<file path="src/bcpm_pkg.sv">
// bcpm_pkg: constants for the bridge control upper half and power management capability header
// assumes a config-space access port of dword-aligned byte address, byte enables and read/write strobes
package bcpm_pkg;
   localparam logic [7:0] BCPM_BRIDGE_CTRL_OFS = 8'h3C;
   localparam logic [7:0] BCPM_PM_CAP_OFS = 8'h40;
   localparam int BCPM_VGA_EN_BIT = 19;
   localparam int BCPM_VGA16_BIT = 20;
   localparam int BCPM_SEC_RST_BIT = 22;
   localparam int BCPM_DSI_BIT = 21;
   localparam logic [7:0] BCPM_CAP_ID = 8'h01;
   localparam logic [7:0] BCPM_NEXT_UP = 8'h5C;
   localparam logic [7:0] BCPM_NEXT_DN = 8'h4C;
   localparam logic [2:0] BCPM_PM_REV = 3'h3;
   localparam logic BCPM_DSI_RST = 1'h0;
   localparam logic [2:0] BCPM_AUX_RST = 3'h7;
   localparam logic BCPM_D1_RST = 1'h1;
   localparam logic BCPM_D2_RST = 1'h1;
   localparam logic [4:0] BCPM_PME_SUP_RST = 5'h1F;
   localparam logic [31:0] BCPM_VGA_MEM_LO = 32'h000A_0000;
   localparam logic [31:0] BCPM_VGA_MEM_HI = 32'h000B_FFFF;
   localparam logic [9:0] BCPM_VGA_IO_A_LO = 10'h3B0;
   localparam logic [9:0] BCPM_VGA_IO_A_HI = 10'h3BB;
   localparam logic [9:0] BCPM_VGA_IO_B_LO = 10'h3C0;
   localparam logic [9:0] BCPM_VGA_IO_B_HI = 10'h3DF;
   localparam logic [15:0] BCPM_IO_64K_MASK = 16'hFC00;
   localparam logic [31:0] BCPM_BC_RW_MASK = 32'h0058_0000;
endpackage : bcpm_pkg

</file>
<file path="src/bcpm_port_cfg.sv">
// bcpm_port_cfg: bridge control bits 31:16 and pm capability header of one switch port
// assumes cfg and preset strobes synchronous to mclk; presets come from the sideband/eeprom loader
`timescale 1ns/1ps
`default_nettype none
module bcpm_port_cfg
   import bcpm_pkg::*;
#(
   parameter bit UPSTREAM = 1'b1,
   parameter int NUM_DN = 2
) (
   input wire logic mclk,
   input wire logic nrst,
   input wire logic cfg_wr,
   input wire logic cfg_rd,
   input wire logic [7:0] cfg_addr,
   input wire logic [3:0] cfg_be,
   input wire logic [31:0] cfg_wdata,
   output logic [31:0] cfg_rdata,
   output logic cfg_ack,
   input wire logic preset_wr,
   input wire logic [23:0] preset_data,
   input wire logic acc_valid,
   input wire logic acc_is_io,
   input wire logic [31:0] acc_addr,
   output logic vga_fwd,
   output logic vga_16bit,
   output logic hot_reset,
   output logic [NUM_DN-1:0] port_rst_n
);
   if (NUM_DN < 1) begin : g_bad_num_dn
      $error("bcpm_port_cfg: NUM_DN must be at least 1");
   end

   // ==========================================================
   // state
   typedef struct packed {
      logic vga_en;
      logic vga16;
      logic sec_rst;
      logic dsi;
      logic [2:0] aux;
      logic d1;
      logic d2;
      logic [4:0] pme_sup;
      logic [7:0] next_ptr;
      logic [31:0] rdata;
      logic ack;
      logic vga_fwd;
      logic hot_rst;
      logic [NUM_DN-1:0] prst_n;
   } bcpm_state_t;

   bcpm_state_t st_q, st_d;

   function automatic logic [31:0] bcpm_bridge_word(input bcpm_state_t s);
      logic [31:0] w;
      w = 32'h0000_0000;
      w[BCPM_VGA_EN_BIT] = s.vga_en;
      w[BCPM_VGA16_BIT] = s.vga16;
      w[BCPM_SEC_RST_BIT] = s.sec_rst;
      return w;
   endfunction : bcpm_bridge_word

   function automatic logic [31:0] bcpm_cap_word(input bcpm_state_t s);
      return {s.pme_sup, s.d2, s.d1, s.aux, s.dsi, 1'b0, 1'b0, BCPM_PM_REV, s.next_ptr, BCPM_CAP_ID};
   endfunction : bcpm_cap_word

   // ==========================================================
   // vga range match
   logic io_hit;
   logic [9:0] io_lo;
   assign io_lo = acc_addr[9:0];
   assign io_hit = ((io_lo >= BCPM_VGA_IO_A_LO && io_lo <= BCPM_VGA_IO_A_HI) ||
                    (io_lo >= BCPM_VGA_IO_B_LO && io_lo <= BCPM_VGA_IO_B_HI)) &&
                   (acc_addr[31:16] == 16'h0000) &&
                   (!st_q.vga16 || (acc_addr[15:0] & BCPM_IO_64K_MASK) == 16'h0000);

   // ==========================================================
   // next state
   always_comb begin
      st_d = st_q;
      st_d.ack = cfg_wr | cfg_rd;
      st_d.rdata = 32'h0000_0000;
      if (cfg_rd) begin
         if (cfg_addr == BCPM_BRIDGE_CTRL_OFS) begin
            st_d.rdata = bcpm_bridge_word(st_q);
         end else if (cfg_addr == BCPM_PM_CAP_OFS) begin
            st_d.rdata = bcpm_cap_word(st_q);
         end
      end
      if (cfg_wr && cfg_addr == BCPM_BRIDGE_CTRL_OFS && cfg_be[2]) begin
         st_d.vga_en = cfg_wdata[BCPM_VGA_EN_BIT];
         st_d.vga16 = cfg_wdata[BCPM_VGA16_BIT];
         st_d.sec_rst = cfg_wdata[BCPM_SEC_RST_BIT];
      end
      if (preset_wr) begin
         st_d.next_ptr = preset_data[7:0];
         st_d.dsi = preset_data[13];
         st_d.aux = preset_data[16:14];
         st_d.d1 = preset_data[17];
         st_d.d2 = preset_data[18];
         st_d.pme_sup = preset_data[23:19];
      end
      st_d.vga_fwd = acc_valid && st_q.vga_en &&
                     (acc_is_io ? io_hit : (acc_addr >= BCPM_VGA_MEM_LO && acc_addr <= BCPM_VGA_MEM_HI));
      st_d.hot_rst = st_q.sec_rst;
      st_d.prst_n = '1;
      if (st_q.sec_rst) begin
         if (UPSTREAM) begin
            st_d.prst_n = '0;
         end else begin
            st_d.prst_n[0] = 1'b0;
         end
      end
      if (!nrst) begin
         st_d = '0;
         st_d.dsi = BCPM_DSI_RST;
         st_d.aux = BCPM_AUX_RST;
         st_d.d1 = BCPM_D1_RST;
         st_d.d2 = BCPM_D2_RST;
         st_d.pme_sup = BCPM_PME_SUP_RST;
         st_d.next_ptr = UPSTREAM ? BCPM_NEXT_UP : BCPM_NEXT_DN;
         st_d.prst_n = '1;
      end
   end

   always_ff @(posedge mclk) begin
      st_q <= st_d;
   end

   assign cfg_rdata = st_q.rdata;
   assign cfg_ack = st_q.ack;
   assign vga_fwd = st_q.vga_fwd;
   assign vga_16bit = st_q.vga16;
   assign hot_reset = st_q.hot_rst;
   assign port_rst_n = st_q.prst_n;
endmodule : bcpm_port_cfg
`default_nettype wire

</file>
<file path="config.mk">
export PLATFORM = sky130hd
export DESIGN_NAME = bcpm_port_cfg
export DESIGN_NICKNAME = d
export VERILOG_FILES = /design/src/bcpm_pkg.sv /design/src/bcpm_port_cfg.sv
export SDC_FILE = /design/constraint.sdc
export NUM_CORES = 1
export LEC_CHECK = 0
export ABC_AREA = 1
export BUFFER_PORTS_ARGS = -buffer_cell sky130_fd_sc_hd__buf_2
export CAP_MARGIN = 5
export CORE_MARGIN = 2
export CORE_UTILIZATION = 35
export CTS_BUF_LIST = sky130_fd_sc_hd__clkbuf_8
export CTS_CLUSTER_DIAMETER = 50
export DETAILED_ROUTE_END_ITERATION = 8
export PLACE_DENSITY = 0.71
export SLEW_MARGIN = 0
export SYNTH_ARGS = -nofsm -noshare
export SYNTH_HDL_FRONTEND = slang
export SYNTH_SLANG_ARGS = --single-unit
</file>
<file path="constraint.sdc">
create_clock -name mclk -period 1.99 [get_ports mclk]
set_input_delay 0.0995 -clock mclk [delete_from_list [all_inputs] [get_ports mclk]]
set_output_delay 0.0995 -clock mclk [all_outputs]
set_load 0.05 [all_outputs]
</file>
* Word-level counts from Yosys, hierarchy flattened
Index checks and enable logic that the tools add are counted.
** Storage, ports and cells
- Output and inout port bits :: 38
- Input bits :: 107
- Bits in registers :: 59
- Logic and storage cells :: 49
** Operators by class
- Magnitude comparators :: 6
- Reductions and logical operators :: 17
- Bitwise gates (word level) :: 4
- Multiplexer cells :: 4
- Equality and inequality tests :: 2
** Operators with widths (count)
- $mux W23 :: 2
- $ge A32 B20 Y1 const B :: 1
- $le A32 B20 Y1 const B :: 1
- $logic_not A16 Y1 :: 2
- $ge A10 B10 Y1 const B :: 2
- $le A10 B10 Y1 const B :: 2
- $logic_and A1 B1 Y1 :: 9
- $eq A8 B6 Y1 const B :: 1
- $eq A8 B7 Y1 const B :: 1
- $reduce_or A4 Y1 :: 1
- $not A1 Y1 :: 3
- $reduce_or A3 Y1 :: 1
- $logic_or A1 B1 Y1 :: 2
- $mux W2 :: 1
- $reduce_and A2 Y1 :: 1
- $logic_not A1 Y1 :: 1
- $mux W1 :: 1
- $or A1 B1 Y1 :: 1

* Depth between registers and ports, before layout
Gate-level depths: netlist of the first run.
- Depth in word-level cells :: 7
- Mapped depth :: 6

* Worst setup path after synthesis of the first run
OpenSTA, ideal clock, no wires.
- Path kind :: register -> register
- Start :: register vga_16bit (netlist name)
- End :: register st_q (netlist bit vga_16bit)
- Buffers on the path :: 0
- Data arrival time :: 913 ps
- Cell stages (with the launch flop) :: 5
- Slack :: 1013 ps
- Clock period less this slack :: 977 ps
- Cells stage by stage :: dfxtp_1 inv_1 nand2_1 nand2_1 nor2_1
** RTL lines
- end signal, assigned :: line bcpm_port_cfg.sv:128 : st_q <= st_d;
- end, declared :: line bcpm_port_cfg.sv:53 : bcpm_state_t st_q, st_d;

* Final worst setup path of the first run
- Start :: register st_q (netlist bit vga_16bit)
- End :: output port vga_16bit
** RTL lines
- end, declared :: line bcpm_port_cfg.sv:26 : output logic vga_16bit,
No word-level cell between the ends.

==> impl_results.md, run 1 <==
- Max Fclk: slightly below 1000 MHz
- Period minus WS final: 1020 ps
- Antenna diode count: 0
- Largest net degree at the start of global routing: 30
- Area share of the largest cell type after synthesis: 0.497
- Tcrit/Tclk final: 0.514
- Starting Density: 0.357
- Fin. max-slew vios: 0
- Final setup viols: 0
- CP Cell Sequence: buf_2
- Post-synth EDFFs: 0
- Detailed Place HPWL: between 2000 and 3000 um
- Comb pwr share: 0.094
- Post-Place Worst Slack: 770 ps
- Slowest-stage cell, CP: dfxtp_1
- Dominant synthesized flop cell: dfxtp_1
- Critical Path Start Type: register
- Vias in the first global route: approximately 1500
- Clock sink count: 48
- Worst path buffer plus inverter count: 1
- Top delay family on crit path: flip-flops
- Mapped Cells: between 200 and 250
- DR vias/cell: 3.96
- Core box area: 5410 um^2
- Hold crit path type: in2reg
- Int Pwr: 1.57 mW
- # DRC: 0
- RSZ-0062 raised after global routing: no
- Maximum vdd ir drop: 0.272 mV
- Row count: 27
- WP data arrival: ~900 ps
- Number of library cell types mapped by synthesis: 23
- Pwr dens: 844 nW/um^2
- R2r setup slk: 1110 ps
- Top cells by count, synth: dfxtp_1, nor2_1, buf_4
- Async SR Flop Fraction: 0
- Crit-path max cell delay: about 360 ps
- Initial detailed-routing violation count: 49
- Top-count cell post-synth: dfxtp_1
- Top-level I/O count: 145
- CP required: 1890 ps
- DR vias: 1540
- Final TNS setup: 0 ps
- Crit Path Class: reg2out
- Outcome: finished, final reports clean
- Mapped cell area: 1930 um^2
- Leakage: between 1 and 1.5 nW
- Worst flop-to-flop path startpoint: st_q[58]$_SDFFE_PN0P_
- Die Y: 78.3 um
- Setup ws final: approximately 970 ps
- Clk pwr share: 0.414
- First-pass GRT wire length: 6310 um
- Power, Total: 2.02 mW
- Top cells by area, synth: dfxtp_1, buf_4, nor2_1, inv_1, a21oi_1
- Critical hold path startpoint: preset_data[16]
- Sw Share: 0.222
- Cts bufs inserted: 5
- Root Buffer Master: clkbuf_8
- Critical Path Start: vga_16bit$_SDFFE_PN0P_
- P&R area growth vs syn: 23.8%
- Clk slew on worst S/H paths: 90 ps
- Fin. Hold Viols: 0
- Layout fillers: about 580
- Flop pwr share: 0.493
- Clk Latency, worst-skew pair: 300 ps
- Number of routed nets with antenna violations: 0
- Cell accounting for the most synthesized area: dfxtp_1
- Setup crit end kind: output port
- # H-tree levels: 2
- Die area: 6130 um^2
- CTS tree: yes
- GRT Util Overall: 0.130
- Number of port buffers: 97
- Share of cells above drive strength 1: 0.347
- GPL Wtd Cong: about 0.75
- DRT Wirelength: 3630 um
- NumNets Final: 423
- Switching Power: ~450 uW
- Initial antenna violation count: 0
- Clk buf depth: 2
- Critical path fanouts, max: 3
- Drt first pass iters: 4
- Register bit total from synthesis: 48
- Final Skew: 3.61 ps
- Die width: roughly 80 um
- Sequential element share of the synthesized area: 0.497
- Remaining global-route overflow: 0
- Maxcap violations: 0
- Syn avg cell area: roughly 7.9 um^2
- Synth warn: 0
- DR WL/cell: 9.32 um
power groups by stage:
stage / logic, mW / registers (mW) / clock network [mW]
global placement: 0.183 / 1.02 / 0
global route: 0.216 / 0.998 / 0.900
finish: 0.189 / 0.995 / 0.834
detailed placement: 0.186 / 1.02 / 0
CTS: 0.190 / 0.995 / 0.856
floorplan: 0.115 / 1.02 / 0
stage by stage:
step | hold WS (ps) | instances | util | instance area (um^2)
after floorplan | 191 | 251 | - | 1960
after global placement | 311 | 379 | 0.413 | 2230
after detailed placement | 315 | 379 | 0.413 | 2230
after CTS | 2.14 | 389 | 0.443 | 2390
after global routing | 2.41 | 389 | 0.443 | 2390
final | 9.18 | 389 | 0.443 | 2390
routing by layer:
metal	track usage	vias to the layer above	share of wire
li1	-	847	-
met3	0.0425	6	0.045
met5	0	-	0
met2	0.222	42	0.49
met4	0.0561	0	0.020
met1	0.148	645	0.45
cell usage in the layout, fill, tap and decap left out:
cell | synthesis | routed
buf_2 | 2 | 97
nor3_1 | 1 | 1
conb_1 | 1 | 8
inv_1 | 32 | 32
nor2_2 | 1 | 1
and2_1 | 1 | 1
nand3b_1 | 1 | 1
bufinv_16 | 0 | 2
nand3_1 | 6 | 6
a21o_1 | 1 | 1
dfxtp_1 | 48 | 48
or2_2 | 1 | 1
nand2_1 | 22 | 22
o21ai_2 | 1 | 1
o21ai_0 | 19 | 19
inv_6 | 0 | 1
dlygate4sd3_1 | 0 | 2
clkbuf_8 | 0 | 5
a21oi_1 | 20 | 20
nand4_1 | 3 | 3
nor2_1 | 42 | 42
or2_4 | 1 | 1
inv_2 | 1 | 1
clkinv_1 | 1 | 1
state kept, by name, indices dropped and copies added, names as in the netlist:
signal / cells
vga_fwd: 1
cfg_ack: 1
hot_reset: 1
port_rst_n: 1
cfg_rdata: 22
st_q: 21
vga_16bit: 1
final timing paths:
kind | end | cells past startpoint
worst min register to register | cfg_rdata[28]$_SDFF_PP0_ | 2
worst min-delay path | st_q[54]$_SDFFE_PN1P_ | 3
worst max register to register | vga_fwd$_SDFF_PN0_ | 4
worst max-delay path | vga_16bit | 1
kinds of logic (layout without fill, tap and decap cells):
logic type,count (synthesis),count (layout),synth area share
flip-flops,48,48,0.497
buffers and inverters,75,141,0.221
other,1,8,0.00194
AO/OA/AOI/OAI,41,41,0.109
AND/OR/NAND/NOR,79,79,0.170
area by class of cell:
| class | instances | area, um^2 | area share |
|---|---|---|---|
| clock buffer | 5 | 68.8 | 0.0288 |
| clock inverter | 3 | 68.8 | 0.0288 |
| inverter | 34 | 128 | 0.0533 |
| multi-input combinational | 128 | 571 | 0.238 |
| sequential | 48 | 961 | 0.402 |
| tap | 72 | 90.1 | 0.0377 |
| timing repair buffer | 99 | 505 | 0.211 |
repair_timing:
item | 4_1_cts | 5_1_grt
setup buffers | 0 | 0
hold endpoints to repair | 2 | 0
hold buffers | 2 | 0
gates resized for setup | 0 | 0
Note: power is estimated with default switching activity, not from simulation.
==> inputs of run 2 (changes only) <==
==> constraint.sdc (replaced) <==
create_clock -name mclk -period 1.06 [get_ports mclk]
set_input_delay 0.053 -clock mclk [delete_from_list [all_inputs] [get_ports mclk]]
set_output_delay 0.053 -clock mclk [all_outputs]
set_load 0.05 [all_outputs]
==> run 2 against run 1 <==
Net effect: sequential share of layout area down 2.4 points; routed wire length increased by 6.2%; largest power group unchanged; cell area increased by 6.2%; setup slack got worse by 860 ps; register-to-register slack worse by 870 ps; die area did not move; via count rose by 7.6%; sequential power is 88% higher; critical endpoint unchanged; flip-flop and latch count did not move; critical path type unchanged; global-route usage increased by 0.52 points; power increased by 66%.
==> impl_results.md, run 2 (synthesis results as in run 1) <==
- R2r setup slk: 240 ps (-870 ps)
- Core box area: 5410 um^2 (unchanged)
- Critical Path Start Type: register
- CTS tree: yes
- DR vias/cell: 4.06 (+2.6%)
- Vias in the first global route: 1603 (+6.7%)
- WHS Endpoint: st_q[45]$_SDFFE_PN1P_
- Hold path cells: 3 (unchanged)
- Detailed Place HPWL: 2960 um (+4.9%)
- Tcrit/Tclk final: 0.898
- Number of routed nets with antenna violations: 0 (unchanged)
- Pwr dens: 1320 nW/um^2 (+56%)
- Initial detailed-routing violation count: 34 (-31%)
- Clk buf depth: 2 (unchanged)
- Crit Path Class: reg2out
- Hold crit path type: in2reg
- Antenna diode count: 0 (unchanged)
- Crit-path max cell delay: 350 ps (about the same)
- CP required: 1010 ps (-880 ps)
- Cells on worst reg2reg path: 4 (unchanged)
- Period minus WS final: about 950 ps
- Top-level I/O count: 145 (unchanged)
- Max reg flops: 22 (unchanged)
- Post-layout util: 0.470 (+0.0275)
- Maxcap violations: 0 (unchanged)
- DRT Wirelength: 3850 um (+6.2%)
- P&R area growth vs syn: 31.5%
- Cts bufs inserted: 5 (unchanged)
- RSZ-0062 raised after global routing: no
- Largest net degree at the start of global routing: 21 (-30%)
- Initial antenna violation count: 0 (unchanged)
- Maximum vdd ir drop: 0.507 mV (+86%)
- Setup crit end kind: output port
- Final Skew: 5.30 ps (+1.69 ps)
- Clock sink count: 48 (unchanged)
- Final setup viols: 0 (unchanged)
- GPL Wtd Cong: 0.761 (+1.8%)
- Critical hold path startpoint: preset_data[19]
- Die width: 78.3 um (unchanged)
- Number of port buffers: 97 (unchanged)
- Clk slew on worst S/H paths: 80 ps (about the same)
- Post-Place Worst Slack: 90.1 ps (-680 ps)
- Root Buffer Master: clkbuf_8
- Power, Total: 3.35 mW (+66%)
- Commonest non-fill, non-tap cells in the layout: buf_2, dfxtp_1, nor2_1
- Post_cts resized: 0 (unchanged)
- Critical path fanouts, max: 3 (unchanged)
- Starting Density: 0.357 (unchanged)
- GRT Util Overall: 0.135 (+0.00515)
- DR vias: 1657 (+7.6%)
- Fin. Hold Viols: 0 (unchanged)
- Die area: 6130 um^2 (unchanged)
- WP data arrival: 900 ps (-20 ps)
- NumNets Final: 443 (+4.7%)
- Fin. max-slew vios: 0 (unchanged)
- Outcome: finished, final reports clean
- Slowest-stage cell, CP: dfxtp_1
- Row count: 27 (unchanged)
- RR Endpoint: vga_fwd$_SDFF_PN0_
- Die Y: 78.3 um (unchanged)
- Final cell count without fillers: 408 (+4.9%)
- Cell Area, Placed: 2260 um^2 (+1.3%)
- CP Cell Sequence: buf_2
- # DRC: 0 (unchanged)
- Clk Latency, worst-skew pair: 280 ps (-20 ps)
- Commonest non-fill, non-tap cell in the layout: buf_2
- Worst path buffer plus inverter count: 1 (unchanged)
- Top delay family on crit path: flip-flops
- # H-tree levels: 2 (unchanged)
- Leakage: 1.41 nW (+4.7%)
- Inst Count DP: 383 (+1.1%)
- Remaining global-route overflow: 0 (unchanged)
- Layout fillers: 550 (-5.0%)
- Max Fclk: 1050 MHz
- Share of cells above drive strength 1: 0.333 (-0.0137)
- Final TNS setup: 0 ps (unchanged)
- WHS: 9.90 ps (+0.718 ps)
- First-pass GRT wire length: 6780 um (+7.4%)
- Final instance area: 2540 um^2 (+6.2%)
- Drt first pass iters: 4 (unchanged)
- Setup ws final: 108 ps (-858 ps)
- DR WL/cell: 9.43 um (+1.2%)
- Worst flop-to-flop path startpoint: st_q[58]$_SDFFE_PN0P_
-- run 2: how the worst max path moves through the flow --
stage | endpoint | cells after the start | start
floorplan | vga_16bit$_SDFFE_PN0P_ | 4 | vga_16bit$_SDFFE_PN0P_
global placement | vga_fwd$_SDFF_PN0_ | 5 | acc_addr[22]
detailed placement | st_q[45]$_SDFFE_PN1P_ | 5 | nrst
CTS | vga_16bit | 1 | vga_16bit$_SDFFE_PN0P_
global route | st_q[58]$_SDFFE_PN0P_ | 5 | cfg_wr
finish | vga_16bit | 1 | vga_16bit$_SDFFE_PN0P_
-- run 2: area by class of cell --
type / count / area [um^2] / share of cell area
clock buffers: 6 / 82.6 / 0.0325
clock inverters: 1 / 8.76 / 0.00345
flip-flops and latches: 48 / 961 / 0.378
well taps: 72 / 90.1 / 0.0355
inverters: 34 / 128 / 0.0502
multi-input cells: 128 / 571 / 0.225
repair buffers: 119 / 701 / 0.276
-- run 2: repair_timing --
action | 4_1_cts | 5_1_grt
hold endpoints to repair | 18 | 0
setup endpoints to repair | 0 | 3
hold buffers | 19 | 0
setup buffers | 0 | 0
-- run 2: power breakdown --
part           total, mW  internal [mW]  switching (mW)
registers           1.87           1.85          0.0126
logic              0.417          0.192           0.225
clock network       1.06          0.520           0.544
-- run 2: per-layer routing --
layer	global-route usage	vias to the layer above	share of wire
met5	0	-	0
met4	0.0649	0	0.033
met3	0.0276	15	0.052
met2	0.245	53	0.48
met1	0.150	700	0.43
li1	-	889	-
